$ cat config.mk
export PLATFORM = sky130hd
export DESIGN_NAME = cyt_link_regs
export DESIGN_NICKNAME = d
export VERILOG_FILES = /design/src/include/cyt_pkg.sv /design/src/include/cyt_sync_if.sv /design/src/hdl/cyt_link_regs.sv /design/src/hdl/cyt_sync.sv
export SDC_FILE = /design/constraint.sdc
export NUM_CORES = 1
export LEC_CHECK = 0
export BUFFER_PORTS_ARGS = -buffer_cell sky130_fd_sc_hd__buf_2
export CELL_PAD_IN_SITES_DETAIL_PLACEMENT = 0
export CELL_PAD_IN_SITES_GLOBAL_PLACEMENT = 1
export CORE_UTILIZATION = 46
export DETAILED_ROUTE_END_ITERATION = 10
export GPL_TIMING_DRIVEN = 0
export PLACE_DENSITY = 0.78
export SLEW_MARGIN = 20
export SYNTH_ARGS = -nofsm -noshare
export SYNTH_HDL_FRONTEND = slang
export SYNTH_SLANG_ARGS = --single-unit
$ cat constraint.sdc
create_clock -name ref_clk_i -period 2.2 [get_ports ref_clk_i]
set_clock_uncertainty 0.1 [all_clocks]
set_input_delay 0.11 -clock ref_clk_i [delete_from_list [all_inputs] [get_ports ref_clk_i]]
set_output_delay 0.11 -clock ref_clk_i [all_outputs]
set_load 0.01 [all_outputs]
$ cat src/include/cyt_pkg.sv
// Package with the register map, field layout and timing constants of the cycle timer block.
package cyt_pkg;
  localparam int ADDR_W = 8;
  localparam logic [7:0] CTRL_OFS = 8'h00;
  localparam logic [7:0] IRQ_STAT_OFS = 8'h08;
  localparam logic [7:0] IRQ_EN_OFS = 8'h0c;
  localparam logic [7:0] CYC_TM_OFS = 8'h10;
  localparam logic [7:0] TIMER_OFS = 8'h14;
  localparam logic [1:0] RESP_OKAY = 2'h0;
  localparam logic [1:0] RESP_SLVERR = 2'h2;
  localparam int CTL_MASTER_BIT = 11;
  localparam int CTL_SOURCE_BIT = 10;
  localparam int CTL_RUN_BIT = 9;
  localparam int CTL_TXIDLE_BIT = 6;
  localparam int CTL_ROOT_BIT = 5;
  localparam int CTL_RETRY_BIT = 4;
  localparam int CTL_ACK_LSB = 27;
  localparam int ACK_W = 4;
  localparam logic [31:0] CTRL_WMASK = 32'h0000_0e00;
  localparam logic [31:0] CTRL_RESET = 32'h0000_0000;
  localparam int IRQ_TIMER_BIT = 20;
  localparam int IRQ_COMMAND_RESET_FLAG_BIT = 18;
  localparam int IRQ_GAP_BIT = 17;
  localparam logic [31:0] IRQ_RESET = 32'h0000_0000;
  localparam int CYC_OFS_W = 12;
  localparam logic [11:0] CYC_OFS_MAX = 12'hbff;
  localparam int CYC_CNT_LSB = 12;
  localparam int CYC_CNT_W = 13;
  localparam logic [31:0] CYC_RESET = 32'h0000_0000;
  localparam int TMR_RPT_BIT = 31;
  localparam int TMR_W = 16;
  localparam logic [3:0] TICK_DIV = 4'h8;
  localparam int CLK_MHZ = 200;
  localparam int FAIR_GAP_NS = 10000;
  localparam int FAIR_GAP_CYC = (FAIR_GAP_NS * CLK_MHZ + 999) / 1000;
  localparam int GAP_W = 12;
  localparam int SYN_EXT = 0;
  localparam int SYN_TXIDLE = 1;
  localparam int SYN_ROOT = 2;
  localparam int SYN_SELFID = 3;
  localparam int SYN_RETRY = 4;
  localparam int SYN_RSTART = 5;
  localparam int SYN_IDLE = 6;
  localparam int SYN_ACK_LSB = 7;
  localparam int SYN_W = 11;
endpackage

$ cat src/include/cyt_sync_if.sv
// Interface that carries raw pin levels to the synchroniser and clean levels back.
`timescale 1ns/1ps
interface cyt_sync_if #(parameter int W = 1);
  logic [W-1:0] raw;
  logic [W-1:0] clean;
  modport src (output raw, input clean);
  modport sync (input raw, output clean);
endinterface

$ cat src/hdl/cyt_link_regs.sv
// Link cycle timer, link status and link interrupt flag registers behind AXI4-Lite.
`timescale 1ns/1ps
module cyt_link_regs
  import cyt_pkg::*;
(
  // Clock and reset
  input wire logic ref_clk_i,
  input wire logic nrst_i,
  // AXI4-Lite write address and data
  input wire logic s_axi_awvalid,
  output logic s_axi_awready,
  input wire logic [ADDR_W-1:0] s_axi_awaddr,
  input wire logic s_axi_wvalid,
  output logic s_axi_wready,
  input wire logic [31:0] s_axi_wdata,
  input wire logic [3:0] s_axi_wstrb,
  // AXI4-Lite write response
  output logic s_axi_bvalid,
  input wire logic s_axi_bready,
  output logic [1:0] s_axi_bresp,
  // AXI4-Lite read
  input wire logic s_axi_arvalid,
  output logic s_axi_arready,
  input wire logic [ADDR_W-1:0] s_axi_araddr,
  output logic s_axi_rvalid,
  input wire logic s_axi_rready,
  output logic [31:0] s_axi_rdata,
  output logic [1:0] s_axi_rresp,
  // Link-side status pins
  input wire logic external_cycle_input_i,
  input wire logic transmitter_idle_flag_i,
  input wire logic root_node_i,
  input wire logic selfid_done_i,
  input wire logic next_retry_phase_i,
  input wire logic [ACK_W-1:0] last_async_tx_ack_i,
  input wire logic reset_start_wr_i,
  input wire logic bus_idle_i,
  // Outputs
  output logic cycle_start_o,
  output logic irq_o
);
  cyt_sync_if #(.W(SYN_W)) sif ();
  cyt_sync #(.W(SYN_W)) u_sync (
    .ref_clk_i(ref_clk_i),
    .nrst_i(nrst_i),
    .sif(sif)
  );
  assign sif.raw = {last_async_tx_ack_i, bus_idle_i, reset_start_wr_i, next_retry_phase_i,
                    selfid_done_i, root_node_i, transmitter_idle_flag_i, external_cycle_input_i};

  logic aw_hold_reg, w_hold_reg, bvalid_reg, rvalid_reg;
  logic [ADDR_W-1:0] aw_addr_reg;
  logic [31:0] w_data_reg, rdata_reg;
  logic [3:0] w_strb_reg;
  logic [1:0] bresp_reg, rresp_reg;
  logic [31:0] ctrl_reg, irq_stat_reg, irq_stat_next, irq_en_reg, cyc_tm_reg, cyc_tm_next;
  logic [TMR_W-1:0] tmr_reload_reg, tmr_cnt_reg;
  logic tmr_rpt_reg, tmr_active_reg;
  logic [3:0] div_reg;
  logic [GAP_W-1:0] gap_cnt_reg;
  logic gap_done_reg, root_reg, ext_d_reg, selfid_d_reg, rstart_d_reg, cstart_reg;
  logic cyc_inc;

  // Register bus decode.
  wire do_wr = aw_hold_reg && w_hold_reg && !bvalid_reg;
  wire [31:0] bmask = {{8{w_strb_reg[3]}}, {8{w_strb_reg[2]}},
                       {8{w_strb_reg[1]}}, {8{w_strb_reg[0]}}};
  wire [31:0] wval = w_data_reg & bmask;
  wire wr_ctrl = do_wr && (aw_addr_reg == CTRL_OFS);
  wire wr_stat = do_wr && (aw_addr_reg == IRQ_STAT_OFS);
  wire wr_en = do_wr && (aw_addr_reg == IRQ_EN_OFS);
  wire wr_cyc = do_wr && (aw_addr_reg == CYC_TM_OFS);
  wire wr_tmr = do_wr && (aw_addr_reg == TIMER_OFS);
  wire wr_hit = wr_ctrl || wr_stat || wr_en || wr_cyc || wr_tmr;
  wire ar_hs = s_axi_arvalid && !rvalid_reg;
  wire rd_hit = (s_axi_araddr == CTRL_OFS) || (s_axi_araddr == IRQ_STAT_OFS) ||
                (s_axi_araddr == IRQ_EN_OFS) || (s_axi_araddr == CYC_TM_OFS) ||
                (s_axi_araddr == TIMER_OFS);

  // Clean link-side levels and their edges.
  wire ext_c = sif.clean[SYN_EXT];
  wire root_c = sif.clean[SYN_ROOT];
  wire selfid_c = sif.clean[SYN_SELFID];
  wire rstart_c = sif.clean[SYN_RSTART];
  wire idle_c = sif.clean[SYN_IDLE];
  wire ext_rise = ext_c && !ext_d_reg;
  wire selfid_rise = selfid_c && !selfid_d_reg;
  wire tick = (div_reg == TICK_DIV - 4'h1);

  // Control bits, live status bits and the latched root bit.
  wire src_ext = ctrl_reg[CTL_SOURCE_BIT];
  wire tmr_run = ctrl_reg[CTL_RUN_BIT];
  wire master_en = ctrl_reg[CTL_MASTER_BIT];
  wire [31:0] ctrl_rd = ctrl_reg |
                        ({28'h0, sif.clean[SYN_ACK_LSB +: ACK_W]} << CTL_ACK_LSB) |
                        ({31'h0, sif.clean[SYN_TXIDLE]} << CTL_TXIDLE_BIT) |
                        ({31'h0, root_reg} << CTL_ROOT_BIT) |
                        ({31'h0, sif.clean[SYN_RETRY]} << CTL_RETRY_BIT);
  wire [31:0] tmr_rd = ({31'h0, tmr_rpt_reg} << TMR_RPT_BIT) | {16'h0, tmr_cnt_reg};
  wire [31:0] rd_mux = (s_axi_araddr == CTRL_OFS) ? ctrl_rd :
                       (s_axi_araddr == IRQ_STAT_OFS) ? irq_stat_reg :
                       (s_axi_araddr == IRQ_EN_OFS) ? irq_en_reg :
                       (s_axi_araddr == CYC_TM_OFS) ? cyc_tm_reg :
                       (s_axi_araddr == TIMER_OFS) ? tmr_rd : 32'h0;

  // Events that set status flags.
  wire tmr_zero = tmr_active_reg && tick && (tmr_cnt_reg == 16'h1);
  wire gap_hit = idle_c && !gap_done_reg && (gap_cnt_reg == GAP_W'(FAIR_GAP_CYC - 1));
  wire [31:0] ev = ({31'h0, tmr_zero} << IRQ_TIMER_BIT) |
                   ({31'h0, rstart_c && !rstart_d_reg} << IRQ_COMMAND_RESET_FLAG_BIT) |
                   ({31'h0, gap_hit} << IRQ_GAP_BIT);
  wire [31:0] w1c = wr_stat ? wval : 32'h0;

  assign s_axi_awready = !aw_hold_reg && !bvalid_reg;
  assign s_axi_wready = !w_hold_reg && !bvalid_reg;
  assign s_axi_bvalid = bvalid_reg;
  assign s_axi_bresp = bresp_reg;
  assign s_axi_arready = !rvalid_reg;
  assign s_axi_rvalid = rvalid_reg;
  assign s_axi_rdata = rdata_reg;
  assign s_axi_rresp = rresp_reg;
  assign cycle_start_o = cstart_reg;
  assign irq_o = |(irq_stat_reg & irq_en_reg);

  always_comb begin
    // Clearing a zero bit leaves it zero, and an event in the same cycle stays set.
    irq_stat_next = (irq_stat_reg & ~w1c) | ev;
  end

  always_comb begin
    cyc_tm_next = cyc_tm_reg;
    cyc_inc = 1'b0;
    if (wr_cyc) begin
      // Writes always load; a stopped timer with no external-source edge thus reads back what was written.
      cyc_tm_next = (cyc_tm_reg & ~bmask) | wval;
    end else begin
      if (tmr_run && tick) begin
        if (cyc_tm_reg[CYC_OFS_W-1:0] == CYC_OFS_MAX) begin
          cyc_tm_next[CYC_OFS_W-1:0] = 12'h0;
          cyc_inc = !src_ext;
        end else begin
          cyc_tm_next[CYC_OFS_W-1:0] = cyc_tm_reg[CYC_OFS_W-1:0] + 12'h1;
        end
      end
      if (src_ext && ext_rise) begin
        cyc_tm_next[CYC_OFS_W-1:0] = 12'h0;
        cyc_inc = 1'b1;
      end
      if (cyc_inc) begin
        cyc_tm_next[CYC_CNT_LSB +: CYC_CNT_W] = cyc_tm_reg[CYC_CNT_LSB +: CYC_CNT_W] + 13'h1;
      end
    end
  end

  always_ff @(posedge ref_clk_i) begin
    if (!nrst_i) begin
      aw_hold_reg <= 1'b0;
      w_hold_reg <= 1'b0;
      bvalid_reg <= 1'b0;
      bresp_reg <= RESP_OKAY;
    end else begin
      if (s_axi_awvalid && s_axi_awready) begin
        aw_hold_reg <= 1'b1;
      end
      if (s_axi_wvalid && s_axi_wready) begin
        w_hold_reg <= 1'b1;
      end
      if (do_wr) begin
        aw_hold_reg <= 1'b0;
        w_hold_reg <= 1'b0;
        bvalid_reg <= 1'b1;
        bresp_reg <= wr_hit ? RESP_OKAY : RESP_SLVERR;
      end else if (s_axi_bready) begin
        bvalid_reg <= 1'b0;
      end
    end
  end

  always_ff @(posedge ref_clk_i) begin
    if (s_axi_awvalid && s_axi_awready) begin
      aw_addr_reg <= s_axi_awaddr;
    end
    if (s_axi_wvalid && s_axi_wready) begin
      w_data_reg <= s_axi_wdata;
      w_strb_reg <= s_axi_wstrb;
    end
  end

  always_ff @(posedge ref_clk_i) begin
    if (!nrst_i) begin
      rvalid_reg <= 1'b0;
      rdata_reg <= 32'h0;
      rresp_reg <= RESP_OKAY;
    end else if (ar_hs) begin
      rvalid_reg <= 1'b1;
      rdata_reg <= rd_mux;
      rresp_reg <= rd_hit ? RESP_OKAY : RESP_SLVERR;
    end else if (s_axi_rready) begin
      rvalid_reg <= 1'b0;
    end
  end

  always_ff @(posedge ref_clk_i) begin
    if (!nrst_i) begin
      ctrl_reg <= CTRL_RESET;
      irq_stat_reg <= IRQ_RESET;
      irq_en_reg <= IRQ_RESET;
      cyc_tm_reg <= CYC_RESET;
      div_reg <= 4'h0;
    end else begin
      if (wr_ctrl) begin
        ctrl_reg <= (ctrl_reg & ~(bmask & CTRL_WMASK)) | (wval & CTRL_WMASK);
      end
      if (wr_en) begin
        irq_en_reg <= (irq_en_reg & ~bmask) | wval;
      end
      irq_stat_reg <= irq_stat_next;
      cyc_tm_reg <= cyc_tm_next;
      div_reg <= tick ? 4'h0 : div_reg + 4'h1;
    end
  end

  // Edge history and the root bit latched when self-identification ends.
  always_ff @(posedge ref_clk_i) begin
    if (!nrst_i) begin
      ext_d_reg <= 1'b0;
      selfid_d_reg <= 1'b0;
      rstart_d_reg <= 1'b0;
      root_reg <= 1'b0;
      cstart_reg <= 1'b0;
    end else begin
      ext_d_reg <= ext_c;
      selfid_d_reg <= selfid_c;
      rstart_d_reg <= rstart_c;
      if (selfid_rise) begin
        root_reg <= root_c;
      end
      cstart_reg <= cyc_inc && root_reg && master_en;
    end
  end

  // Countdown timer; a non-zero write loads the period and restarts it, a zero write stops it.
  always_ff @(posedge ref_clk_i) begin
    if (!nrst_i) begin
      tmr_reload_reg <= 16'h0;
      tmr_cnt_reg <= 16'h0;
      tmr_rpt_reg <= 1'b0;
      tmr_active_reg <= 1'b0;
    end else if (wr_tmr) begin
      tmr_reload_reg <= w_data_reg[TMR_W-1:0];
      tmr_cnt_reg <= w_data_reg[TMR_W-1:0];
      tmr_rpt_reg <= w_data_reg[TMR_RPT_BIT];
      tmr_active_reg <= (w_data_reg[TMR_W-1:0] != 16'h0);
    end else if (tmr_zero) begin
      tmr_cnt_reg <= tmr_rpt_reg ? tmr_reload_reg : 16'h0;
      tmr_active_reg <= tmr_rpt_reg;
    end else if (tmr_active_reg && tick) begin
      tmr_cnt_reg <= tmr_cnt_reg - 16'h1;
    end
  end

  // Gap detector fires once per idle stretch so a long idle bus gives one event.
  always_ff @(posedge ref_clk_i) begin
    if (!nrst_i || !idle_c) begin
      gap_cnt_reg <= '0;
      gap_done_reg <= 1'b0;
    end else if (gap_hit) begin
      gap_done_reg <= 1'b1;
    end else if (!gap_done_reg) begin
      gap_cnt_reg <= gap_cnt_reg + GAP_W'(1);
    end
  end

  AST_EXT_EDGE: assert property (@(posedge ref_clk_i) disable iff (!nrst_i)
    src_ext && ext_rise && !wr_cyc |=> cyc_tm_reg[CYC_OFS_W-1:0] == 12'h0 &&
    cyc_tm_reg[CYC_CNT_LSB +: CYC_CNT_W] == $past(cyc_tm_reg[CYC_CNT_LSB +: CYC_CNT_W]) + 13'h1)
    else $error("External cycle edge did not advance the count.");
  AST_WRAP: assert property (@(posedge ref_clk_i) disable iff (!nrst_i)
    !src_ext && tmr_run && tick && !wr_cyc && cyc_tm_reg[CYC_OFS_W-1:0] == CYC_OFS_MAX |=>
    cyc_tm_reg[CYC_CNT_LSB +: CYC_CNT_W] == $past(cyc_tm_reg[CYC_CNT_LSB +: CYC_CNT_W]) + 13'h1)
    else $error("Offset wrap did not advance the count.");
  AST_HOLD: assert property (@(posedge ref_clk_i) disable iff (!nrst_i)
    !tmr_run && !wr_cyc && !(src_ext && ext_rise) |=> $stable(cyc_tm_reg))
    else $error("Stopped cycle timer changed.");
  AST_SCRATCH: assert property (@(posedge ref_clk_i) disable iff (!nrst_i)
    wr_cyc && w_strb_reg == 4'hf ##1 !tmr_run && !(src_ext && ext_rise) [*2] |->
    cyc_tm_reg == $past(w_data_reg, 2))
    else $error("Scratch value not kept.");
  AST_ROOT: assert property (@(posedge ref_clk_i) disable iff (!nrst_i)
    selfid_rise |=> root_reg == $past(root_c))
    else $error("Root bit not refreshed after self-ID.");
  AST_W1C: assert property (@(posedge ref_clk_i) disable iff (!nrst_i)
    wr_stat |=> (irq_stat_reg & $past(w1c & ~ev)) == 32'h0)
    else $error("Written-one status bit not cleared.");
  AST_SET_WINS: assert property (@(posedge ref_clk_i) disable iff (!nrst_i)
    (ev & w1c) != 32'h0 |=> (irq_stat_reg & $past(ev)) == $past(ev))
    else $error("Clear beat a simultaneous event.");
  AST_TIMER: assert property (@(posedge ref_clk_i) disable iff (!nrst_i)
    tmr_zero && !wr_tmr |=> irq_stat_reg[IRQ_TIMER_BIT] && tmr_active_reg == $past(tmr_rpt_reg))
    else $error("Timer zero not flagged.");
  AST_GAP: assert property (@(posedge ref_clk_i) disable iff (!nrst_i)
    gap_hit |=> irq_stat_reg[IRQ_GAP_BIT] ##1 !gap_hit)
    else $error("Idle gap not flagged once.");
  AST_CSTART: assert property (@(posedge ref_clk_i) disable iff (!nrst_i)
    cyc_inc && root_reg && master_en |=> cycle_start_o ##1 !cycle_start_o || cyc_inc)
    else $error("Cycle start not sent on increment.");
  AST_IRQ: assert property (@(posedge ref_clk_i) disable iff (!nrst_i)
    (ev & irq_en_reg) != 32'h0 |=> irq_o)
    else $error("Enabled event did not raise the interrupt.");

  // These guard flag and counter paths that the bus-level tests reach only now and then.
  AST_COMMAND_RESET_FLAG: assert property (@(posedge ref_clk_i) disable iff (!nrst_i)
    rstart_c && !rstart_d_reg |=> irq_stat_reg[IRQ_COMMAND_RESET_FLAG_BIT])
    else $error("Reset-start request not flagged.");
  AST_NO_WR_SET: assert property (@(posedge ref_clk_i) disable iff (!nrst_i)
    wr_stat && ev == 32'h0 |=> (irq_stat_reg & ~$past(irq_stat_reg)) == 32'h0)
    else $error("Status write set a bit.");
  AST_IRQ_LOW: assert property (@(posedge ref_clk_i) disable iff (!nrst_i)
    (irq_stat_reg & irq_en_reg) == 32'h0 |-> !irq_o)
    else $error("Interrupt high with no enabled status bit.");
  AST_ROOT_KEEP: assert property (@(posedge ref_clk_i) disable iff (!nrst_i)
    !selfid_rise |=> $stable(root_reg))
    else $error("Root bit changed outside self-ID end.");
  AST_ONE_SHOT: assert property (@(posedge ref_clk_i) disable iff (!nrst_i)
    tmr_zero && !tmr_rpt_reg && !wr_tmr |=> tmr_cnt_reg == 16'h0 ##1 !tmr_zero)
    else $error("One-shot timer did not stop.");
  // A running offset must step by exactly one per tick, or the cycle length drifts.
  AST_ADVANCE: assert property (@(posedge ref_clk_i) disable iff (!nrst_i)
    tmr_run && tick && !wr_cyc && !(src_ext && ext_rise) &&
    cyc_tm_reg[CYC_OFS_W-1:0] != CYC_OFS_MAX |=>
    cyc_tm_reg[CYC_OFS_W-1:0] == $past(cyc_tm_reg[CYC_OFS_W-1:0]) + 12'h1)
    else $error("Running offset did not advance by one.");

  COV_EXT: cover property (@(posedge ref_clk_i) disable iff (!nrst_i) src_ext && ext_rise);
  COV_WRAP: cover property (@(posedge ref_clk_i) disable iff (!nrst_i) cyc_inc && !src_ext);
  COV_RPT: cover property (@(posedge ref_clk_i) disable iff (!nrst_i) tmr_zero && tmr_rpt_reg);
  COV_RACE: cover property (@(posedge ref_clk_i) disable iff (!nrst_i) (ev & w1c) != 32'h0);
  COV_GAP: cover property (@(posedge ref_clk_i) disable iff (!nrst_i) gap_hit);
endmodule

$ cat src/hdl/cyt_sync.sv
// Three-stage pin synchroniser with agreement filter, one lane per bit.
`timescale 1ns/1ps
module cyt_sync
  import cyt_pkg::*;
#(
  parameter int W = SYN_W
) (
  // Clock and reset
  input wire logic ref_clk_i,
  input wire logic nrst_i,
  // Pin levels in, clean levels out
  cyt_sync_if.sync sif
);
  genvar g;
  generate
    for (g = 0; g < W; g++) begin : g_lane
      logic s1_reg, s2_reg, s3_reg, clean_reg;
      // A change is accepted only once stages two and three agree.
      always_ff @(posedge ref_clk_i) begin
        if (!nrst_i) begin
          s1_reg <= 1'b0;
          s2_reg <= 1'b0;
          s3_reg <= 1'b0;
          clean_reg <= 1'b0;
        end else begin
          s1_reg <= sif.raw[g];
          s2_reg <= s1_reg;
          s3_reg <= s2_reg;
          if (s2_reg == s3_reg) begin
            clean_reg <= s3_reg;
          end
        end
      end
      assign sif.clean[g] = clean_reg;
    end
  endgenerate
endmodule

==> flow_summary.ini, run 1 <==
[run_status]
run_status = finished with violations
violations = setup timing

[setup_path]
path_buf_inv = 1
crit_slowest_cell = or4_4
r2r_cells = 5
arrival_ps = 2120
reg2reg_slack_ps = 40
start_kind = flip-flop
required_ps = 1990
path_class = flip-flop to output pin
critPathTopFamily = simple AND/OR/NAND/NOR gates
crit_chain = a22o_1, a221oi_2, nand3_1, or4_4, buf_6
end_kind = output pin
crit_fanout = 2
slowest_delay_ps = 520
cp-endpoint = irq_o
crit_cells = 5

[clocking]
clk_pin_slew_ps = 60
htree_levels = 1
clkLatencyLatePin_ps = 550
cts_root_buffer = clkbuf_16
cts_buffers = 29
tritoncts = done
cts_sinks = 281
clockBufferDepth = 3

[finish]
final_common_cell = dfxtp_1
layout-drive-gt1-share = 0.178
diodes = 0
num-fill-cells = 2308
finish.net_count = 1620
synthToLayoutAreaGrowth_pct = 26.2
final_cell_mix = dfxtp_1, nand2_1, buf_2, a21oi_1, nor2_1

[power]
power.leakage_nw = 5.63
p_per_area_nw_per_um2 = 707
vdd_drop_max_v = 0.000642
total_power_mw = 10.8

[yosys]
synthArstFlopShare = 0
yosys-top-cells-area = dfxtp_1, edfxtp_1, a21oi_1
syn_inst = 1314
yosys_warnings = 0
synth.ff_latch_count = 281
synth-edff-count = 44
seq_area_frac_synth = 0.503
synth_flop_cell = dfxtp_1
synth_area_um2 = 12100
yosys.cell_types.count = 72
yosysTopAreaCell = dfxtp_1
synth_top_cell_area_share = 0.393
avgSynthCellArea_um2 = 9.18

[place]
gp_congestion = 0.961
hpwlAfterDp_um = 29600
port-buffer-count = 110

[hold_path]
min_path_type = input pin to flip-flop

[die]
die_w_um = 164
pin_count = 113
core_area_um2 = 25500
rows = 58
die_h_um = 164
die-area_um2 = 26900
start_util = 0.474

[timing]
hold_violations = 0
fin_setup_tns_ps = -135
setup_viol = 1
rsz0062_at_grt = yes
period_share = 1.06
period_minus_slack_ps = 2330
slew_violations = 0
layout_setup_ws_ps = -135
fmax_mhz = 428
tightestPinTransition_ps = 993
max_slew_margin = 0.338

[route]
vias = 11400
vias_per_cell = 6.00
first_pass_iters = 5
drc = 0
ant_nets = 0
wl_per_cell_um = 22.4
drt-initial-drc-count = 1057
wirelength_um = 42400

[global_route]
grt_pass1_wl_um = 63200
grt_overflow = 0
grt_max_degree = 27
grt_pass1_vias = 10500
grt.total_usage = 0.313
grt_antenna_before_repair = 1

[flow_run]
drv_cap = 0
[where the power goes]
part           switching [mW]  internal (mW)  total (mW)
Clock                    2.01           2.64        4.64
Combinational           0.375          0.250       0.625
Sequential              0.152           5.35        5.50
[cells by family after synthesis]
family	count (synthesis)	synth area share
AND/OR/NAND/NOR	508	0.213
adder cells (fa/ha/maj)	6	0.00622
other	1	0.000311
flip-flops	281	0.503
multiplexers	59	0.0493
buffers and inverters	95	0.0330
AO/OA/AOI/OAI	350	0.185
XOR/XNOR	14	0.0102
[metrics by stage]
| step | cell area [um^2] | setup slack (ps) | hold slack [ps] | util | std cells |
|---|---|---|---|---|---|
| after global routing | 15200 | -160 | 27.7 | 0.598 | 1894 |
| after global placement | 13000 | -598 | 187 | 0.512 | 1755 |
| final | 15200 | -135 | 15.6 | 0.598 | 1894 |
| after floorplan | 12100 | 129 | 109 | - | 1315 |
| after CTS | 14900 | -118 | 7.36 | 0.584 | 1879 |
| after detailed placement | 13100 | -546 | 188 | 0.513 | 1757 |
[cell type report]
class,instances,area [um^2],share of cell area
flip-flops and latches,281,6080,0.399
plain buffers,81,408,0.0268
clock inverters,8,38.8,0.00255
well taps,330,413,0.0271
clock buffers,43,848,0.0557
inverters,12,45.0,0.00296
repair buffers,199,1450,0.0950
multi-input cells,940,5950,0.390
[synth_stat cells, drive strengths merged, types with 7 or more instances]
master     n
a31oi     10
buf       25
nand2    154
a21oi    116
nand3b     7
nor2     114
nand4     20
clkbuf    58
inv       12
o2bb2ai    8
and3      14
a41o      14
nor4      19
o211ai    11
and2      49
dfxtp    237
edfxtp    44
a211oi    11
a22oi     25
nor3      25
xnor2      8
a221oi    21
nand3     52
o21ai     83
and4       7
mux2i     59
nor2b      9
[worst register-to-register path: stages (launching register included)]
cell     delay (ps)
dfxtp_1         510
nand4_1         310
o41ai_4         480
and3_4          320
nand4_1         100
a41o_1          250
[how the worst min path moves through the flow]
stage / start / to / slack [ps] / cells after the start
2_1_floorplan: s_axi_awaddr[0] / aw_addr_reg[0]$_DFFE_PP_ / 110 / 0
3_3_place_gp: s_axi_wdata[16] / w_data_reg[16]$_DFFE_PP_ / 190 / 1
3_5_place_dp: s_axi_awaddr[1] / aw_addr_reg[1]$_DFFE_PP_ / 190 / 1
4_1_cts: s_axi_awvalid / aw_addr_reg[5]$_DFFE_PP_ / 7 / 2
5_1_grt: s_axi_wvalid / w_data_reg[8]$_DFFE_PP_ / 30 / 2
6_report: s_axi_awvalid / aw_addr_reg[6]$_DFFE_PP_ / 20 / 2
[routing by layer]
layer	GRT usage	routed length [um]	vias to the layer above	part of all wire
met5	0	12	-	0.00028
met4	0.122	1650	2	0.039
met3	0.0558	3570	109	0.084
met2	0.484	18800	518	0.44
met1	0.433	18400	5446	0.43
li1	-	-	5288	-
[what timing repair did]
action,4_1_cts,5_1_grt
hold endpoints to repair,61,0
resized for setup,48,66
gates cloned,0,1
hold buffers,60,0
buffers inserted,12,15
pin swaps,10,17
endpoints found under the setup margin,135,117
No activity file was read; power rests on OpenSTA's default activity.
==> run 2, diff against run 1 <==
Settings changed: PLACE_DENSITY 0.78 to 0.9.
==> run 2 against run 1 <==
Global-route usage about the same. Critical endpoint unchanged. Final cell count increased by 0.16%. Clock power increased by 6.0%. Critical path type unchanged. Cell area increased by 0.26%. Power increased by 2.7%. Die area unchanged. The flow still finishes with violations (setup timing). Routed wire length decreased by 0.91%. Register-to-register slack improved by 20 ps.
==> flow_summary.ini, run 2 (same netlist as run 1, synthesis figures left out) <==
[global_route]
grt_antenna_before_repair = 0
grtUsageMet2 = 0.496
grt.total_usage = 0.313
grt_max_degree = 27
grt_pass1_wl_um = 63800
grt_pass1_vias = 11000
grt.busiest_layer = met2
grt_overflow = 0
use_met1 = 0.421
grt_util_met3 = 0.0583

[run_status]
violations = setup timing
run_status = finished with violations

[finish]
layout-drive-gt1-share = 0.172
fin_cells = 1897
final_cell_mix = dfxtp_1, nand2_1, buf_2, a21oi_1, nor2_1
finish.net_count = 1620
final_common_cell = dfxtp_1
synthToLayoutAreaGrowth_pct = 26.6
diodes = 0
finalInstanceArea_um2 = 15300
num-fill-cells = 2199

[power]
swShare = 0.232
power.leakage_nw = 5.64
power_frac_seq = 0.498
total_power_mw = 11.1
p_per_area_nw_per_um2 = 724
vdd_drop_max_v = 0.000647
comb_power_share = 0.056
p_int_mw = 8.49
p_clk_frac = 0.445
p_switching_mw = 2.57

[place]
port-buffer-count = 110
dpl_cell_area_um2 = 13100
dpl.cell_count = 1756
gp_congestion = 0.956
hpwlAfterDp_um = 29000
dp_slack_ps = -634

[clocking]
htree_levels = 1
cts_buffers = 30
cts_root_buffer = clkbuf_16
clk_pin_slew_ps = 60
cts_sinks = 281
clkLatencyLatePin_ps = 560
clockBufferDepth = 3
tritoncts = done

[timing]
rsz0062_at_grt = yes
fmax_mhz = 433
layout_setup_ws_ps = -109
tightestPinTransition_ps = 965
max_slew_margin = 0.357
period_share = 1.05
slew_violations = 0
period_minus_slack_ps = 2310
hold_violations = 0
setup_viol = 1
fin_setup_tns_ps = -109

[die]
die-area_um2 = 26900
rows = 58
die_w_um = 164
start_util = 0.474
die_h_um = 164
core_area_um2 = 25500
pin_count = 113

[route]
vias = 11500
ant_nets = 0
wirelength_um = 42000
vias_per_cell = 6.06
drt-initial-drc-count = 1385
first_pass_iters = 5
drc = 0
wl_per_cell_um = 22.1

[hold_path]
min_path_type = input pin to flip-flop

[flow_run]
drv_cap = 0

[setup_path]
path_class = flip-flop to output pin
arrival_ps = 2100
required_ps = 1990
end_kind = output pin
start_kind = flip-flop
crit_fanout = 2
==> run 2: cell types whose count changed in the layout (fill, tap and decap cells not counted), sizes merged <==
cell         before  now
bufinv            0    1
buf             165  164
dlygate4sd3      60   61
and3             15   14
clkbuf           98  102
clkinv            8    7
==> run 2: path summary, 6_finish.rpt <==
kind / start / endpoint / slack, ps / depth (start not counted)
worst min register to register: u_sync.g_lane[5].s1_reg$_SDFF_PN0_ / u_sync.g_lane[5].s2_reg$_SDFF_PN0_ / 330 / 1
worst max register to register: aw_addr_reg[6]$_DFFE_PP_ / irq_stat_reg[3]$_SDFF_PN0_ / 60 / 7
worst max-delay path: flip-flop / irq_o / -110 / 5
worst min-delay path: s_axi_wvalid / w_data_reg[0]$_DFFE_PP_ / 30 / 2
==> run 2: cell type report <==
| class | instances | area, um^2 | area share |
|---|---|---|---|
| Inverter | 12 | 45.0 | 0.00295 |
| Tap cell | 330 | 413 | 0.0270 |
| Sequential cell | 281 | 6080 | 0.398 |
| Buffer | 81 | 404 | 0.0265 |
| Multi-Input combinational cell | 939 | 5910 | 0.387 |
| Clock inverter | 8 | 62.6 | 0.00410 |
| Clock buffer | 47 | 896 | 0.0587 |
| Timing Repair Buffer | 199 | 1460 | 0.0956 |
==> run 2: power by group through the flow <==
| stage | clock (mW) | combinational [mW] | sequential (mW) |
|---|---|---|---|
| 3_5_place_dp | 0 | 0.509 | 5.61 |
| 5_1_grt | 5.15 | 0.670 | 5.51 |
| 3_3_place_gp | 0 | 0.493 | 5.61 |
| 2_1_floorplan | 0 | 0.264 | 5.54 |
| 6_report | 4.92 | 0.624 | 5.51 |
| 4_1_cts | 4.97 | 0.605 | 5.50 |
==> run 2: routing by layer <==
metal	up-vias	routed length, um
met5	-	0
met4	0	1630
met3	123	3930
met2	604	18800
met1	5500	17700
li1	5276	-
==> run 2: stage by stage <==
step / hold slack (ps) / utilization
6_report: 30.1 / 0.599
3_5_place_dp: 188 / 0.513
5_1_grt: 43.5 / 0.599
4_1_cts: 25.6 / 0.587
2_1_floorplan: 109 / -
3_3_place_gp: 186 / 0.512
==> run 2: critical path: stages (launching register included) <==
cell	delay, ps
dfxtp_2	320
a22o_1	260
a221oi_2	180
nand3_1	130
or4_4	520
buf_6	140
==> run 2: what timing repair did <==
item                                    in CTS  in global routing
gates resized for setup                     53                 54
gates cloned                                 0                  0
endpoints found under the setup margin     136                123
hold buffers                                61                  0
pin swaps                                    9                 19
buffers inserted                            12                 15
hold endpoints to repair                    69                  0
